==> config.mk <==
export PLATFORM = sky130hd
export DESIGN_NAME = dma_request_recognition
export DESIGN_NICKNAME = d
export VERILOG_FILES = /design/src/dma_request_recognition.v
export VERILOG_INCLUDE_DIRS = /design/src /design/src/include
export SDC_FILE = /design/constraint.sdc
export NUM_CORES = 1
export LEC_CHECK = 0
export BUFFER_PORTS_ARGS = -buffer_cell sky130_fd_sc_hd__buf_2
export CORE_UTILIZATION = 35
export DETAILED_ROUTE_END_ITERATION = 8
export PLACE_DENSITY = 0.49
export SLEW_MARGIN = 20
export SYNTH_ARGS = -nofsm -noshare
export SYNTH_HDL_FRONTEND = slang
export SYNTH_SLANG_ARGS = --single-unit
==> constraint.sdc <==
create_clock -name clk_i -period 11.2 [get_ports clk_i]
set_input_delay 2.24 -clock clk_i [delete_from_list [all_inputs] [get_ports clk_i]]
set_output_delay 2.24 -clock clk_i [all_outputs]
set_load 0.1 [all_outputs]
==> src/include/dma_request_recognition_defines.vh <==
// Constants for the DMA request recognition block
`ifndef DMA_REQUEST_RECOGNITION_DEFINES_VH
`define DMA_REQUEST_RECOGNITION_DEFINES_VH

// ****************************************
// Register byte offsets
// ****************************************
`define GENERAL_CONTROL_REGISTER_ADDR    6'h00
`define STATUS_REGISTER_ADDR             6'h04
`define OPERATION_CONTROL_REGISTER_ADDR  6'h10
`define TRANSFER_COUNT_REGISTER_ADDR     6'h20

// ****************************************
// Channel control register fields
// ****************************************
`define CTL_START_BIT       0
`define CTL_SRC_LSB         1
`define CTL_EXT_LSB         3
`define CTL_DTYPE_LSB       5
`define CTL_PRIO_LSB        7
`define CTL_HBYTE_BIT       9
`define CTL_DIR_BIT         10

// ****************************************
// Request generation, external mode, device type
// ****************************************
`define SRC_AUTO_LIMITED    2'h0
`define SRC_AUTO_MAX        2'h1
`define SRC_EXTERNAL        2'h2
`define SRC_MIXED           2'h3
`define EXT_BURST           2'h0
`define EXT_STEAL           2'h2
`define EXT_STEAL_HOLD      2'h3
`define DTYPE_DUAL_16       2'h0
`define DTYPE_DUAL_8        2'h1
`define DTYPE_SINGLE_ACK    2'h2
`define DTYPE_SINGLE_READY  2'h3

// ****************************************
// Sample interval exponents
// ****************************************
`define WINDOW_EXP_BASE     4'h4
`define INTERVAL_EXP_BASE   4'h5
`define RATIO_EXP_BASE      4'h1

`endif

==> src/dma_request_recognition.v <==
// Request recognition and transfer sequencing for a four-channel DMA controller
//
// Notes on behaviour
// Transfer-complete strobe low on completed transfers and chain fetches, never on exceptions.
// Strobe goes low before data strobes rise and returns high after them.
// Mixed request generation auto-requests the first transfer, then waits for the peripheral.
// Maximum-rate auto-request always pending; bus kept until transfer completes.
// Limited rate: equal back-to-back sample intervals; decision at each interval end.
// Auto-request window lasts two to the burst-time plus four clocks.
// Sample interval lasts two to burst-time plus bandwidth-ratio plus five clocks.
// Other-master usage above the allowed ratio suppresses requests next interval.
// Active bus-grant-acknowledge counts as non-processor use, inactive as processor use.
// Higher priority channels preempt; equal priorities rotate round robin.
// Auto-request with dual 16-bit device keeps acknowledge, high byte, done inactive.
// External mode field selects burst or cycle-steal recognition.
// Burst request sampled on rising edges; peripheral holds it until cycle starts.
// Peripheral negates request one clock before strobe clock to end a burst.
// Cycle steal recognises a falling edge held low at least two clocks.
// Edge during a cycle continues without releasing bus, few idle clocks.
// No hold releases after each transfer; hold keeps bus until stop or pause.
// Under hold a new request is acknowledged within seven and a half clocks.
// Hold persists after count exhaustion; other channels still serviced.
// Dual-address cycle steal ignores requests until device transfer starts.
// Device type selects dual addressing or single addressing with acknowledge/ready.
// Dual addressing reads source into holding register then writes destination.
// Acknowledge selects the device and marks destination in memory-to-memory non-auto.
// Interval decision is held for the whole following interval.
//
// Implementation choices: the Wishbone register port and the register addresses.
`timescale 1ns/1ps
`include "dma_request_recognition_defines.vh"

module dma_request_recognition #(
  parameter CHANNELS    = 4,
  parameter COUNT_WIDTH = 16,
  parameter DATA_WIDTH  = 16
) (
  // Clock and reset
  input  wire                        clk_i,
  input  wire                        rst_i,
  // Wishbone slave
  input  wire                        wb_cyc_i,
  input  wire                        wb_stb_i,
  input  wire                        wb_we_i,
  input  wire [5:0]                  wb_adr_i,
  input  wire [3:0]                  wb_sel_i,
  input  wire [31:0]                 wb_dat_i,
  output reg  [31:0]                 wb_dat_o,
  output reg                         wb_ack_o,
  // Peripheral lines
  input  wire [CHANNELS-1:0]         request_n_i,
  input  wire [CHANNELS-1:0]         peripheral_control_line_n_i,
  output reg  [CHANNELS-1:0]         ack_n_o,
  output reg                         high_byte_indicator_n_o,
  output reg                         done_o,
  output reg                         done_oe_o,
  output reg                         transfer_complete_strobe_n_o,
  // System bus
  input  wire                        bus_grant_n_i,
  input  wire                        bus_grant_acknowledge_n_i,
  input  wire                        dtack_n_i,
  input  wire                        bus_error_n_i,
  input  wire                        chain_fetch_i,
  input  wire [DATA_WIDTH-1:0]       bus_data_i,
  output reg  [DATA_WIDTH-1:0]       bus_data_o,
  output reg                         bus_request_n_o,
  output reg                         bus_owned_o,
  output reg                         address_strobe_n_o,
  output reg                         lower_data_strobe_n_o,
  output reg                         upper_data_strobe_n_o,
  output reg                         read_not_write_o,
  output reg                         device_phase_o,
  output reg  [1:0]                  channel_o
);

  // ****************************************
  // States
  // ****************************************
  localparam [7:0] ST_IDLE = 8'h01;
  localparam [7:0] ST_ARB  = 8'h02;
  localparam [7:0] ST_ADDR = 8'h04;
  localparam [7:0] ST_WAIT = 8'h08;
  localparam [7:0] ST_TCS  = 8'h10;
  localparam [7:0] ST_NEG  = 8'h20;
  localparam [7:0] ST_END  = 8'h40;
  localparam [7:0] ST_HOLD = 8'h80;

  // ****************************************
  // Storage
  // ****************************************
  reg  [10:0]            ctl_q [0:CHANNELS-1];
  reg  [COUNT_WIDTH-1:0] count_q [0:CHANNELS-1];
  reg  [1:0]             burst_time_field_q;
  reg  [1:0]             bandwidth_ratio_field_q;
  reg  [CHANNELS-1:0]    active_q;
  reg  [CHANNELS-1:0]    pending_q;
  reg  [CHANNELS-1:0]    first_q;
  reg  [CHANNELS-1:0]    blocked_q;
  reg  [CHANNELS-1:0]    req_d1_q;
  reg  [CHANNELS-1:0]    req_d2_q;
  reg  [CHANNELS-1:0]    wants;
  reg  [7:0]             state_q;
  reg  [7:0]             state_d;
  reg  [1:0]             cur_q;
  reg  [1:0]             rr_q;
  reg                    phase_q;
  reg                    chain_q;
  reg                    aborted_q;
  reg                    hold_q;
  reg                    hold_armed_q;
  reg                    seen_q;
  reg                    allow_q;
  reg  [10:0]            free_cnt_q;
  reg  [11:0]            busy_cnt_q;
  reg  [DATA_WIDTH-1:0]  holding_q;
  reg  [1:0]             pick;
  reg                    any_want;
  integer                i;

  wire                   wb_req      = wb_cyc_i & wb_stb_i;
  wire                   wb_write    = wb_req & wb_we_i & wb_ack_o;
  wire [3:0]             wb_index    = wb_adr_i[5:2];
  wire [3:0]             int_exp     = {2'h0, burst_time_field_q} + {2'h0, bandwidth_ratio_field_q}
                                       + `INTERVAL_EXP_BASE;
  wire [3:0]             win_exp     = {2'h0, burst_time_field_q} + `WINDOW_EXP_BASE;
  wire [11:0]            int_mask    = (12'h001 << int_exp) - 12'h001;
  wire [11:0]            int_pos     = {1'b0, free_cnt_q} & int_mask;
  wire                   boundary    = (int_pos == int_mask);
  wire                   in_window   = (int_pos < (12'h001 << win_exp));
  wire [11:0]            busy_next   = busy_cnt_q + {11'h000, ~bus_grant_acknowledge_n_i};
  wire [1:0]             cur_src     = ctl_q[cur_q][`CTL_SRC_LSB+1:`CTL_SRC_LSB];
  wire [1:0]             cur_ext     = ctl_q[cur_q][`CTL_EXT_LSB+1:`CTL_EXT_LSB];
  wire [1:0]             cur_dtype   = ctl_q[cur_q][`CTL_DTYPE_LSB+1:`CTL_DTYPE_LSB];
  wire                   cur_dual    = ~cur_dtype[1];
  wire                   cur_auto    = ~cur_src[1];
  // Device side of a dual operand: read phase if device is source
  wire                   dev_phase   = ~chain_q & (~cur_dual | (phase_q == ctl_q[cur_q][`CTL_DIR_BIT]));
  wire                   quiet_ack   = cur_auto & (cur_dtype == `DTYPE_DUAL_16);
  wire                   ready_ok    = ~(dev_phase & (cur_dtype == `DTYPE_SINGLE_READY))
                                       | ~peripheral_control_line_n_i[cur_q];
  wire                   last_cycle  = chain_q | ~cur_dual | phase_q;

  // Priority pick with rotation among equal levels
  function [1:0] arbitrate;
    input [CHANNELS-1:0] w;
    input [1:0]          start;
    input [7:0]          prios;
    reg   [1:0]          idx;
    reg   [2:0]          best;
    integer              k;
    begin
      arbitrate = start;
      best      = 3'h4;
      for (k = 0; k < 4; k = k + 1) begin
        idx = start + k[1:0];
        if (w[idx] && ({1'b0, prios[idx*2 +: 2]} < best)) begin
          best      = {1'b0, prios[idx*2 +: 2]};
          arbitrate = idx;
        end
      end
    end
  endfunction

  // ****************************************
  // Wishbone slave
  // ****************************************
  // One-cycle answer; write takes effect on the edge that sees ack
  always @(posedge clk_i) begin
    if (rst_i) begin
      wb_ack_o <= 1'b0;
      wb_dat_o <= 32'h00000000;
    end else begin
      wb_ack_o <= wb_req & ~wb_ack_o;
      wb_dat_o <= 32'h00000000;
      if (wb_req && !wb_ack_o) begin
        if (wb_adr_i == `GENERAL_CONTROL_REGISTER_ADDR)
          wb_dat_o <= {28'h0000000, bandwidth_ratio_field_q, burst_time_field_q};
        else if (wb_adr_i == `STATUS_REGISTER_ADDR)
          wb_dat_o <= {21'h000000, hold_q, allow_q, bus_owned_o, pending_q, active_q};
        else if (wb_index[3:2] == 2'h1)
          wb_dat_o <= {21'h000000, ctl_q[wb_index[1:0]][10:1], active_q[wb_index[1:0]]};
        else if (wb_index[3:2] == 2'h2)
          wb_dat_o <= {{(32-COUNT_WIDTH){1'b0}}, count_q[wb_index[1:0]]};
      end
    end
  end

  // General control register
  always @(posedge clk_i) begin
    if (rst_i) begin
      burst_time_field_q      <= 2'h0;
      bandwidth_ratio_field_q <= 2'h0;
    end else if (wb_write && wb_sel_i[0] && wb_adr_i == `GENERAL_CONTROL_REGISTER_ADDR) begin
      burst_time_field_q      <= wb_dat_i[1:0];
      bandwidth_ratio_field_q <= wb_dat_i[3:2];
    end
  end

  // ****************************************
  // Sample interval and utilisation
  // ****************************************
  // Free-running counter shared by limited rate and hold pause
  always @(posedge clk_i) begin
    if (rst_i) begin
      free_cnt_q <= 11'h000;
      busy_cnt_q <= 12'h000;
      allow_q    <= 1'b1;
    end else begin
      free_cnt_q <= free_cnt_q + 11'h001;
      if (boundary) begin
        busy_cnt_q <= 12'h000;
        allow_q    <= (busy_next <= (12'h001 << win_exp));
      end else begin
        busy_cnt_q <= busy_next;
      end
    end
  end

  // ****************************************
  // Per-channel request recognition
  // ****************************************
  genvar g;
  generate
    for (g = 0; g < CHANNELS; g = g + 1) begin : chan
      wire [1:0] src     = ctl_q[g][`CTL_SRC_LSB+1:`CTL_SRC_LSB];
      wire [1:0] ext     = ctl_q[g][`CTL_EXT_LSB+1:`CTL_EXT_LSB];
      wire       ctl_wr  = wb_write && (wb_index == (4'h4 + g)) && wb_sel_i[0];
      wire       cnt_wr  = wb_write && (wb_index == (4'h8 + g)) && wb_sel_i[0];
      wire       taken   = (state_q == ST_ADDR) && (cur_q == g) && !chain_q && !phase_q;
      wire       devgo   = (state_q == ST_ADDR) && (cur_q == g) && dev_phase;
      wire       op_done = (state_q == ST_END) && (cur_q == g) && last_cycle && !chain_q && !aborted_q;
      wire       last_op = op_done && (count_q[g] == {{(COUNT_WIDTH-1){1'b0}}, 1'b1});
      // Falling edge held low for two clocks
      wire       steal_edge = req_d2_q[g] & ~req_d1_q[g] & ~request_n_i[g];

      // Control and count
      always @(posedge clk_i) begin
        if (rst_i) begin
          ctl_q[g]   <= 11'h000;
          count_q[g] <= {COUNT_WIDTH{1'b0}};
        end else begin
          if (ctl_wr)
            ctl_q[g] <= wb_dat_i[10:0];
          if (cnt_wr)
            count_q[g] <= wb_dat_i[COUNT_WIDTH-1:0];
          else if (op_done)
            count_q[g] <= count_q[g] - {{(COUNT_WIDTH-1){1'b0}}, 1'b1};
        end
      end

      // Activity, first auto request, pending steal edges
      always @(posedge clk_i) begin
        if (rst_i) begin
          active_q[g]  <= 1'b0;
          first_q[g]   <= 1'b0;
          pending_q[g] <= 1'b0;
          blocked_q[g] <= 1'b0;
          req_d1_q[g]  <= 1'b1;
          req_d2_q[g]  <= 1'b1;
        end else begin
          req_d1_q[g] <= request_n_i[g];
          req_d2_q[g] <= req_d1_q[g];
          if (ctl_wr) begin
            active_q[g] <= wb_dat_i[`CTL_START_BIT];
            first_q[g]  <= wb_dat_i[`CTL_START_BIT];
          end else begin
            if (last_op)
              active_q[g] <= 1'b0;
            if (taken)
              first_q[g] <= 1'b0;
          end
          // Block edges between dual operand start and device transfer start
          if (devgo)
            blocked_q[g] <= 1'b0;
          else if (taken && cur_dual)
            blocked_q[g] <= 1'b1;
          // Edge set wins over the clear of a starting operand
          if (steal_edge && !blocked_q[g])
            pending_q[g] <= 1'b1;
          else if (taken || ctl_wr)
            pending_q[g] <= 1'b0;
        end
      end

      // Request source per generation mode
      always @* begin
        case (src)
          `SRC_AUTO_LIMITED:  wants[g] = allow_q & in_window;
          `SRC_AUTO_MAX:      wants[g] = 1'b1;
          default: begin
            if (first_q[g] && src == `SRC_MIXED)
              wants[g] = 1'b1;
            else if (ext == `EXT_BURST)
              wants[g] = ~request_n_i[g];
            else
              wants[g] = pending_q[g];
          end
        endcase
        wants[g] = wants[g] & active_q[g] & ~last_op;
      end
    end
  endgenerate

  // Arbitration result
  always @* begin
    pick     = arbitrate(wants, rr_q, {ctl_q[3][8:7], ctl_q[2][8:7], ctl_q[1][8:7], ctl_q[0][8:7]});
    any_want = |wants;
  end

  // ****************************************
  // Bus cycle sequencer
  // ****************************************
  // Next state
  always @* begin
    state_d = state_q;
    case (state_q)
      ST_IDLE: if (any_want || chain_fetch_i) state_d = ST_ARB;
      ST_ARB:  if (!bus_grant_n_i) state_d = ST_ADDR;
      ST_ADDR: state_d = ST_WAIT;
      ST_WAIT: begin
        if (!bus_error_n_i)
          state_d = ST_END;
        else if (!dtack_n_i && ready_ok)
          state_d = ST_TCS;
      end
      ST_TCS:  state_d = ST_NEG;
      ST_NEG:  state_d = ST_END;
      ST_END: begin
        if (!last_cycle && !aborted_q)
          state_d = ST_ADDR;
        else if (chain_fetch_i || any_want)
          state_d = ST_ADDR;
        else if (hold_q || cur_ext == `EXT_STEAL_HOLD)
          state_d = ST_HOLD;
        else
          state_d = ST_IDLE;
      end
      ST_HOLD: begin
        if (chain_fetch_i || any_want)
          state_d = ST_ADDR;
        else if (!hold_q)
          state_d = ST_IDLE;
      end
      default: state_d = ST_IDLE;
    endcase
  end

  // State, current channel and holding register
  always @(posedge clk_i) begin
    if (rst_i) begin
      state_q   <= ST_IDLE;
      cur_q     <= 2'h0;
      rr_q      <= 2'h0;
      phase_q   <= 1'b0;
      chain_q   <= 1'b0;
      aborted_q <= 1'b0;
      holding_q <= {DATA_WIDTH{1'b0}};
    end else begin
      state_q <= state_d;
      if (state_q == ST_WAIT && !bus_error_n_i)
        aborted_q <= 1'b1;
      else if (state_d == ST_ADDR && state_q != ST_ADDR)
        aborted_q <= 1'b0;
      // Dual operand: source read lands in holding register
      if (state_q == ST_WAIT && !dtack_n_i && read_not_write_o)
        holding_q <= bus_data_i;
      if (state_d == ST_ADDR) begin
        if (state_q == ST_END && !last_cycle && !aborted_q) begin
          phase_q <= 1'b1;
        end else begin
          phase_q <= 1'b0;
          chain_q <= chain_fetch_i;
          if (!chain_fetch_i) begin
            cur_q <= pick;
            rr_q  <= pick + 2'h1;
          end
        end
      end
    end
  end

  wire steal_any = ~request_n_i[cur_q];
  // Bus hold for cycle steal with hold
  always @(posedge clk_i) begin
    if (rst_i) begin
      hold_q       <= 1'b0;
      hold_armed_q <= 1'b0;
      seen_q       <= 1'b0;
    end else begin
      if (state_q == ST_END && !chain_q && cur_ext == `EXT_STEAL_HOLD && cur_src[1]) begin
        hold_q       <= 1'b1;
        hold_armed_q <= 1'b0;
        seen_q       <= 1'b0;
      end else if (hold_q) begin
        if (!active_q[cur_q] && !ctl_q[cur_q][`CTL_START_BIT])
          hold_q <= 1'b0;
        else if (boundary) begin
          // Pause: a full interval with no request releases the bus
          if (hold_armed_q && !seen_q && !pending_q[cur_q])
            hold_q <= 1'b0;
          hold_armed_q <= 1'b1;
          seen_q       <= 1'b0;
        end else if (pending_q[cur_q] || steal_any) begin
          seen_q <= 1'b1;
        end
      end
    end
  end

  // ****************************************
  // Registered outputs; bus controls from the next state, acknowledges from the current state
  // ****************************************
  always @(posedge clk_i) begin
    if (rst_i) begin
      bus_request_n_o              <= 1'b1;
      bus_owned_o                  <= 1'b0;
      address_strobe_n_o           <= 1'b1;
      lower_data_strobe_n_o        <= 1'b1;
      upper_data_strobe_n_o        <= 1'b1;
      transfer_complete_strobe_n_o <= 1'b1;
      read_not_write_o             <= 1'b1;
      device_phase_o               <= 1'b0;
      ack_n_o                      <= {CHANNELS{1'b1}};
      high_byte_indicator_n_o      <= 1'b1;
      done_o                       <= 1'b0;
      done_oe_o                    <= 1'b0;
      channel_o                    <= 2'h0;
      bus_data_o                   <= {DATA_WIDTH{1'b0}};
    end else begin
      bus_request_n_o    <= ~(state_d == ST_ARB);
      bus_owned_o        <= (state_d != ST_IDLE) && (state_d != ST_ARB);
      address_strobe_n_o <= ~((state_d == ST_ADDR) || (state_d == ST_WAIT) || (state_d == ST_TCS));
      // Data strobes span wait and strobe states, drop one state before the strobe rises
      lower_data_strobe_n_o        <= ~((state_d == ST_WAIT) || (state_d == ST_TCS));
      upper_data_strobe_n_o        <= ~((state_d == ST_WAIT) || (state_d == ST_TCS));
      // Strobe low only on completed transfers and chain fetches, not after an exception
      transfer_complete_strobe_n_o <= ~((state_d == ST_TCS) || (state_d == ST_NEG));
      channel_o                    <= cur_q;
      device_phase_o               <= dev_phase;
      bus_data_o                   <= holding_q;
      read_not_write_o             <= chain_q | ~phase_q;
      if (state_d == ST_ADDR && state_q == ST_END && !last_cycle)
        read_not_write_o <= 1'b0;
      // Acknowledge selects the device implicitly while its cycle runs
      if ((state_q == ST_ADDR || state_q == ST_WAIT || state_q == ST_TCS) && dev_phase && !quiet_ack) begin
        ack_n_o                 <= ~(4'h1 << cur_q);
        high_byte_indicator_n_o <= ~ctl_q[cur_q][`CTL_HBYTE_BIT];
        done_oe_o               <= (count_q[cur_q] == {{(COUNT_WIDTH-1){1'b0}}, 1'b1});
      end else begin
        ack_n_o                 <= {CHANNELS{1'b1}};
        high_byte_indicator_n_o <= 1'b1;
        done_oe_o               <= 1'b0;
      end
      done_o <= 1'b0;
    end
  end

endmodule // dma_request_recognition

==> metrics.md <==
| Metric | Value |
|---|---|
| Status | `finished, final reports clean` |
| Critical path peak fanout | `14` |
| Row cnt | `70` |
| First-pass GRT wire length | `60.8 mm` |
| Syn_area_per_cell | `9.68 um2` |
| Yosys Warn Count | `0` |
| Hpwl dp | `28.4 mm` |
| Drt wl/cell | `19.9 um` |
| Crit-path most repeated cell | `ha_1` |
| Area contributors post-synth | `edfxtp_1, dfxtp_1, mux4_2` |
| CTS tree | `done` |
| Die width | `197 um` |
| Fmax | `106 MHz` |
| Initial antenna violation count | `0` |
| Slowest-stage cell, CP | `fa_1` |
| CTS H-tree lvls | `1` |
| Die Span Y | `197 um` |
| Rel. slew slack | `34.2%` |
| # setup viols final | `0` |
| Antenna viol nets, final | `0` |
| Tot Pwr | `2.11 mW` |
| Hold path cells | `1` |
| Static Leak | `5.77 nW` |
| Setup TNS | `0 ns` |
| Worst vdd ir | `0.000112 V` |
| I/O Pins | `142` |
| RSZ-0062 raised after global routing | `false` |
| Synth top area share | `24.4%` |
| Largest net degree at the start of global routing | `89` |
| Starting Density | `35.9%` |
| Worst Skew | `0.0183 ns` |
| DRT Pass-1 Iters | `5` |
| WL final | `39.4 mm` |
| Ys async rst share | `0%` |
| Total GRT Usage | `20.4%` |
| Clock root buffer | `clkbuf_16` |
| PD cells | `139 mW/mm2` |
| Filler cell count | `3,715` |
| Area Overhead vs Synth | `14.5%` |
| Vias per cell | `5.36` |
| Tcrit/Tclk final | `84.4%` |
| Nets | `1,552` |
| Compound-Gate Fraction of Synth Area | `11.6%` |
| Clock Tree Buf Depth | `3` |
| DRT iter0 DRCs | `637` |
| Min cycle time layout | `9.46 ns` |
| Commonest cells after routing, fill and taps aside | `nand2_1, dfxtp_1, nor2_1` |
| Post-synth top area cell | `edfxtp_1` |
| Seq cells post-synth | `244` |
| Most common cell after layout, fill and taps aside | `nand2_1` |
| Mapped Area | `0.0133 mm2` |
| Resized Gates After CTS | `0` |
| Core area | `0.0370 mm2` |
| Post-route DRC | `0` |
| # clock sinks | `244` |
| Cell count of the worst reg-to-reg path | `36` |
| Max Cap Viol | `0` |
| Share of layout cells above drive strength 1 | `16.5%` |
| Vias in the first global route | `10,266` |
| Worst hold path class | `reg -> reg` |
| Via count | `10,599` |
| Ant diodes | `0` |
| Worst setup SP type | `register` |
| Largest family of logic cells by synthesized area | `simple AND/OR/NAND/NOR gates` |
| Fraction of synthesized area in multiplexers | `8.83%` |
| Post-CTS Setup Inserts | `0` |
| Xor/xnor cell area share of the yosys netlist | `5.08%` |
| Distinct cells, synth | `82` |
| Max Slew Vio Count | `0` |
| Post-Synth Adder-Cell Area | `2.41%` |
| Final hold vios | `0` |
| Critical Path End Type | `register` |
| Kind of critical path | `reg -> reg` |
| Routability cong. | `0.865` |
| Critical Path RT | `11.66 ns` |
| CTS Hold Buffers Added | `0` |
| Reg clk slew, reported paths | `0.07 ns` |
| Sequential area share after synthesis | `45.0%` |
| Grt ovf | `0` |
| CTS buffer count | `29` |
| Max stage delay on crit path | `0.76 ns` |
| Simple-Gate Fraction of Synth Area | `22.8%` |
| Die area | `0.0387 mm2` |
| Worst-Skew Late Latency | `0.57 ns` |
| Most used DFF post-synth | `dfxtp_1` |
| Number of buffers added on ports | `105` |
| Number of synthesized flops with an enable pin | `108` |
| Critical Path AT | `9.92 ns` |
| Slew @ Worst Pin | `0.980 ns` |
| Post-Syn Instances | `1,371` |
layout make-up:
type,instances,area (um2),area share [%]
flip-flops and latches,244,5970,39.3
repair buffers,122,659,4.34
multi-input cells,1020,6830,44.9
clock inverters,16,164,1.08
clock buffers,38,821,5.40
well taps,504,631,4.15
inverters,34,128,0.840
worst max-delay path, delay by kind of cell, from the launching register on:
family                   cells  cell delay (ns)
AO/OA/AOI/OAI               15             4.02
buffers and inverters        1             0.09
adder cells (fa/ha/maj)      7             2.35
multiplexers                 2             0.85
AND/OR/NAND/NOR             11             1.64
flip-flops                   1             0.39
worst paths after layout:
check                                                   startpoint  slack, ns                         endpoint
worst max register to register  burst_time_field_q[0]$_SDFFE_PP0P_       1.74  arbitrate.start[1]$_SDFFE_PP0P_
worst min register to register              req_d1_q[3]$_SDFF_PP1_       0.43           req_d2_q[3]$_SDFF_PP1_
worst max-delay path            burst_time_field_q[0]$_SDFFE_PP0P_       1.74  arbitrate.start[1]$_SDFFE_PP0P_
worst min-delay path                        req_d1_q[3]$_SDFF_PP1_       0.43           req_d2_q[3]$_SDFF_PP1_
cells in the mapped netlist, drive strengths merged, types with 14 or more instances:
| cell | n |
|---|---|
| nand2 | 139 |
| dfxtp | 136 |
| nor2 | 134 |
| edfxtp | 108 |
| o21ai | 84 |
| a21oi | 68 |
| and3 | 56 |
| clkbuf | 55 |
| nor3 | 47 |
| xnor2 | 40 |
| nand3 | 39 |
| xor2 | 37 |
| buf | 35 |
| mux4 | 35 |
| inv | 33 |
| nor2b | 31 |
| nor4 | 31 |
| mux2i | 29 |
| ha | 24 |
| a22oi | 20 |
| nand2b | 17 |
| and2 | 16 |
| or3 | 14 |
metrics by stage:
stage | std cells | hold slack (ns) | setup WS, ns | cell area, um2 | util (%)
global route | 1978 | 0.459 | 1.09 | 15200 | 41.1
global placement | 1923 | 0.419 | 1.98 | 14200 | 38.4
finish | 1978 | 0.435 | 1.74 | 15200 | 41.1
detailed placement | 1923 | 0.418 | 1.88 | 14200 | 38.4
floorplan | 1388 | 0.403 | 2.78 | 13300 | -
CTS | 1977 | 0.438 | 1.86 | 15200 | 41.1
flip-flops by register name (all words and copies together), names as in the netlist, 4 cells and up, named ones only:
signal and flops:
count_q 64, ctl_q 44, bus_data_o 16, holding_q 16
wb_dat_o 16, busy_cnt_q 12, free_cnt_q 11, state_q 8
ack_n_o 4, active_q 4, blocked_q 4, first_q 4
pending_q 4, req_d1_q 4, req_d2_q 4
power by group:
group	internal [mW]	switching (mW)	leakage [nW]
sequential	0.949	0.0238	2.22
combinational	0.0504	0.117	3.07
clock	0.583	0.390	0.483
total	1.58	0.531	5.77
routing by layer:
| layer | wire length [um] | vias up | track usage, % |
|---|---|---|---|
| met5 | 0 | - | 0 |
| met4 | 1140 | 0 | 6.14 |
| met3 | 2210 | 59 | 3.30 |
| met2 | 19000 | 295 | 34.9 |
| met1 | 17100 | 5123 | 26.2 |
| li1 | - | 5122 | - |
logic make-up (layout without fill, tap and decap cells):
group,Yosys count,in the layout
compound gates,242,242
xor+xnor,77,77
fa+ha+maj,25,25
buf+inv,124,210
flops,244,244
mux,72,72
other cells,1,18
simple gates,586,586
Note: power is estimated with default switching activity, not from simulation.
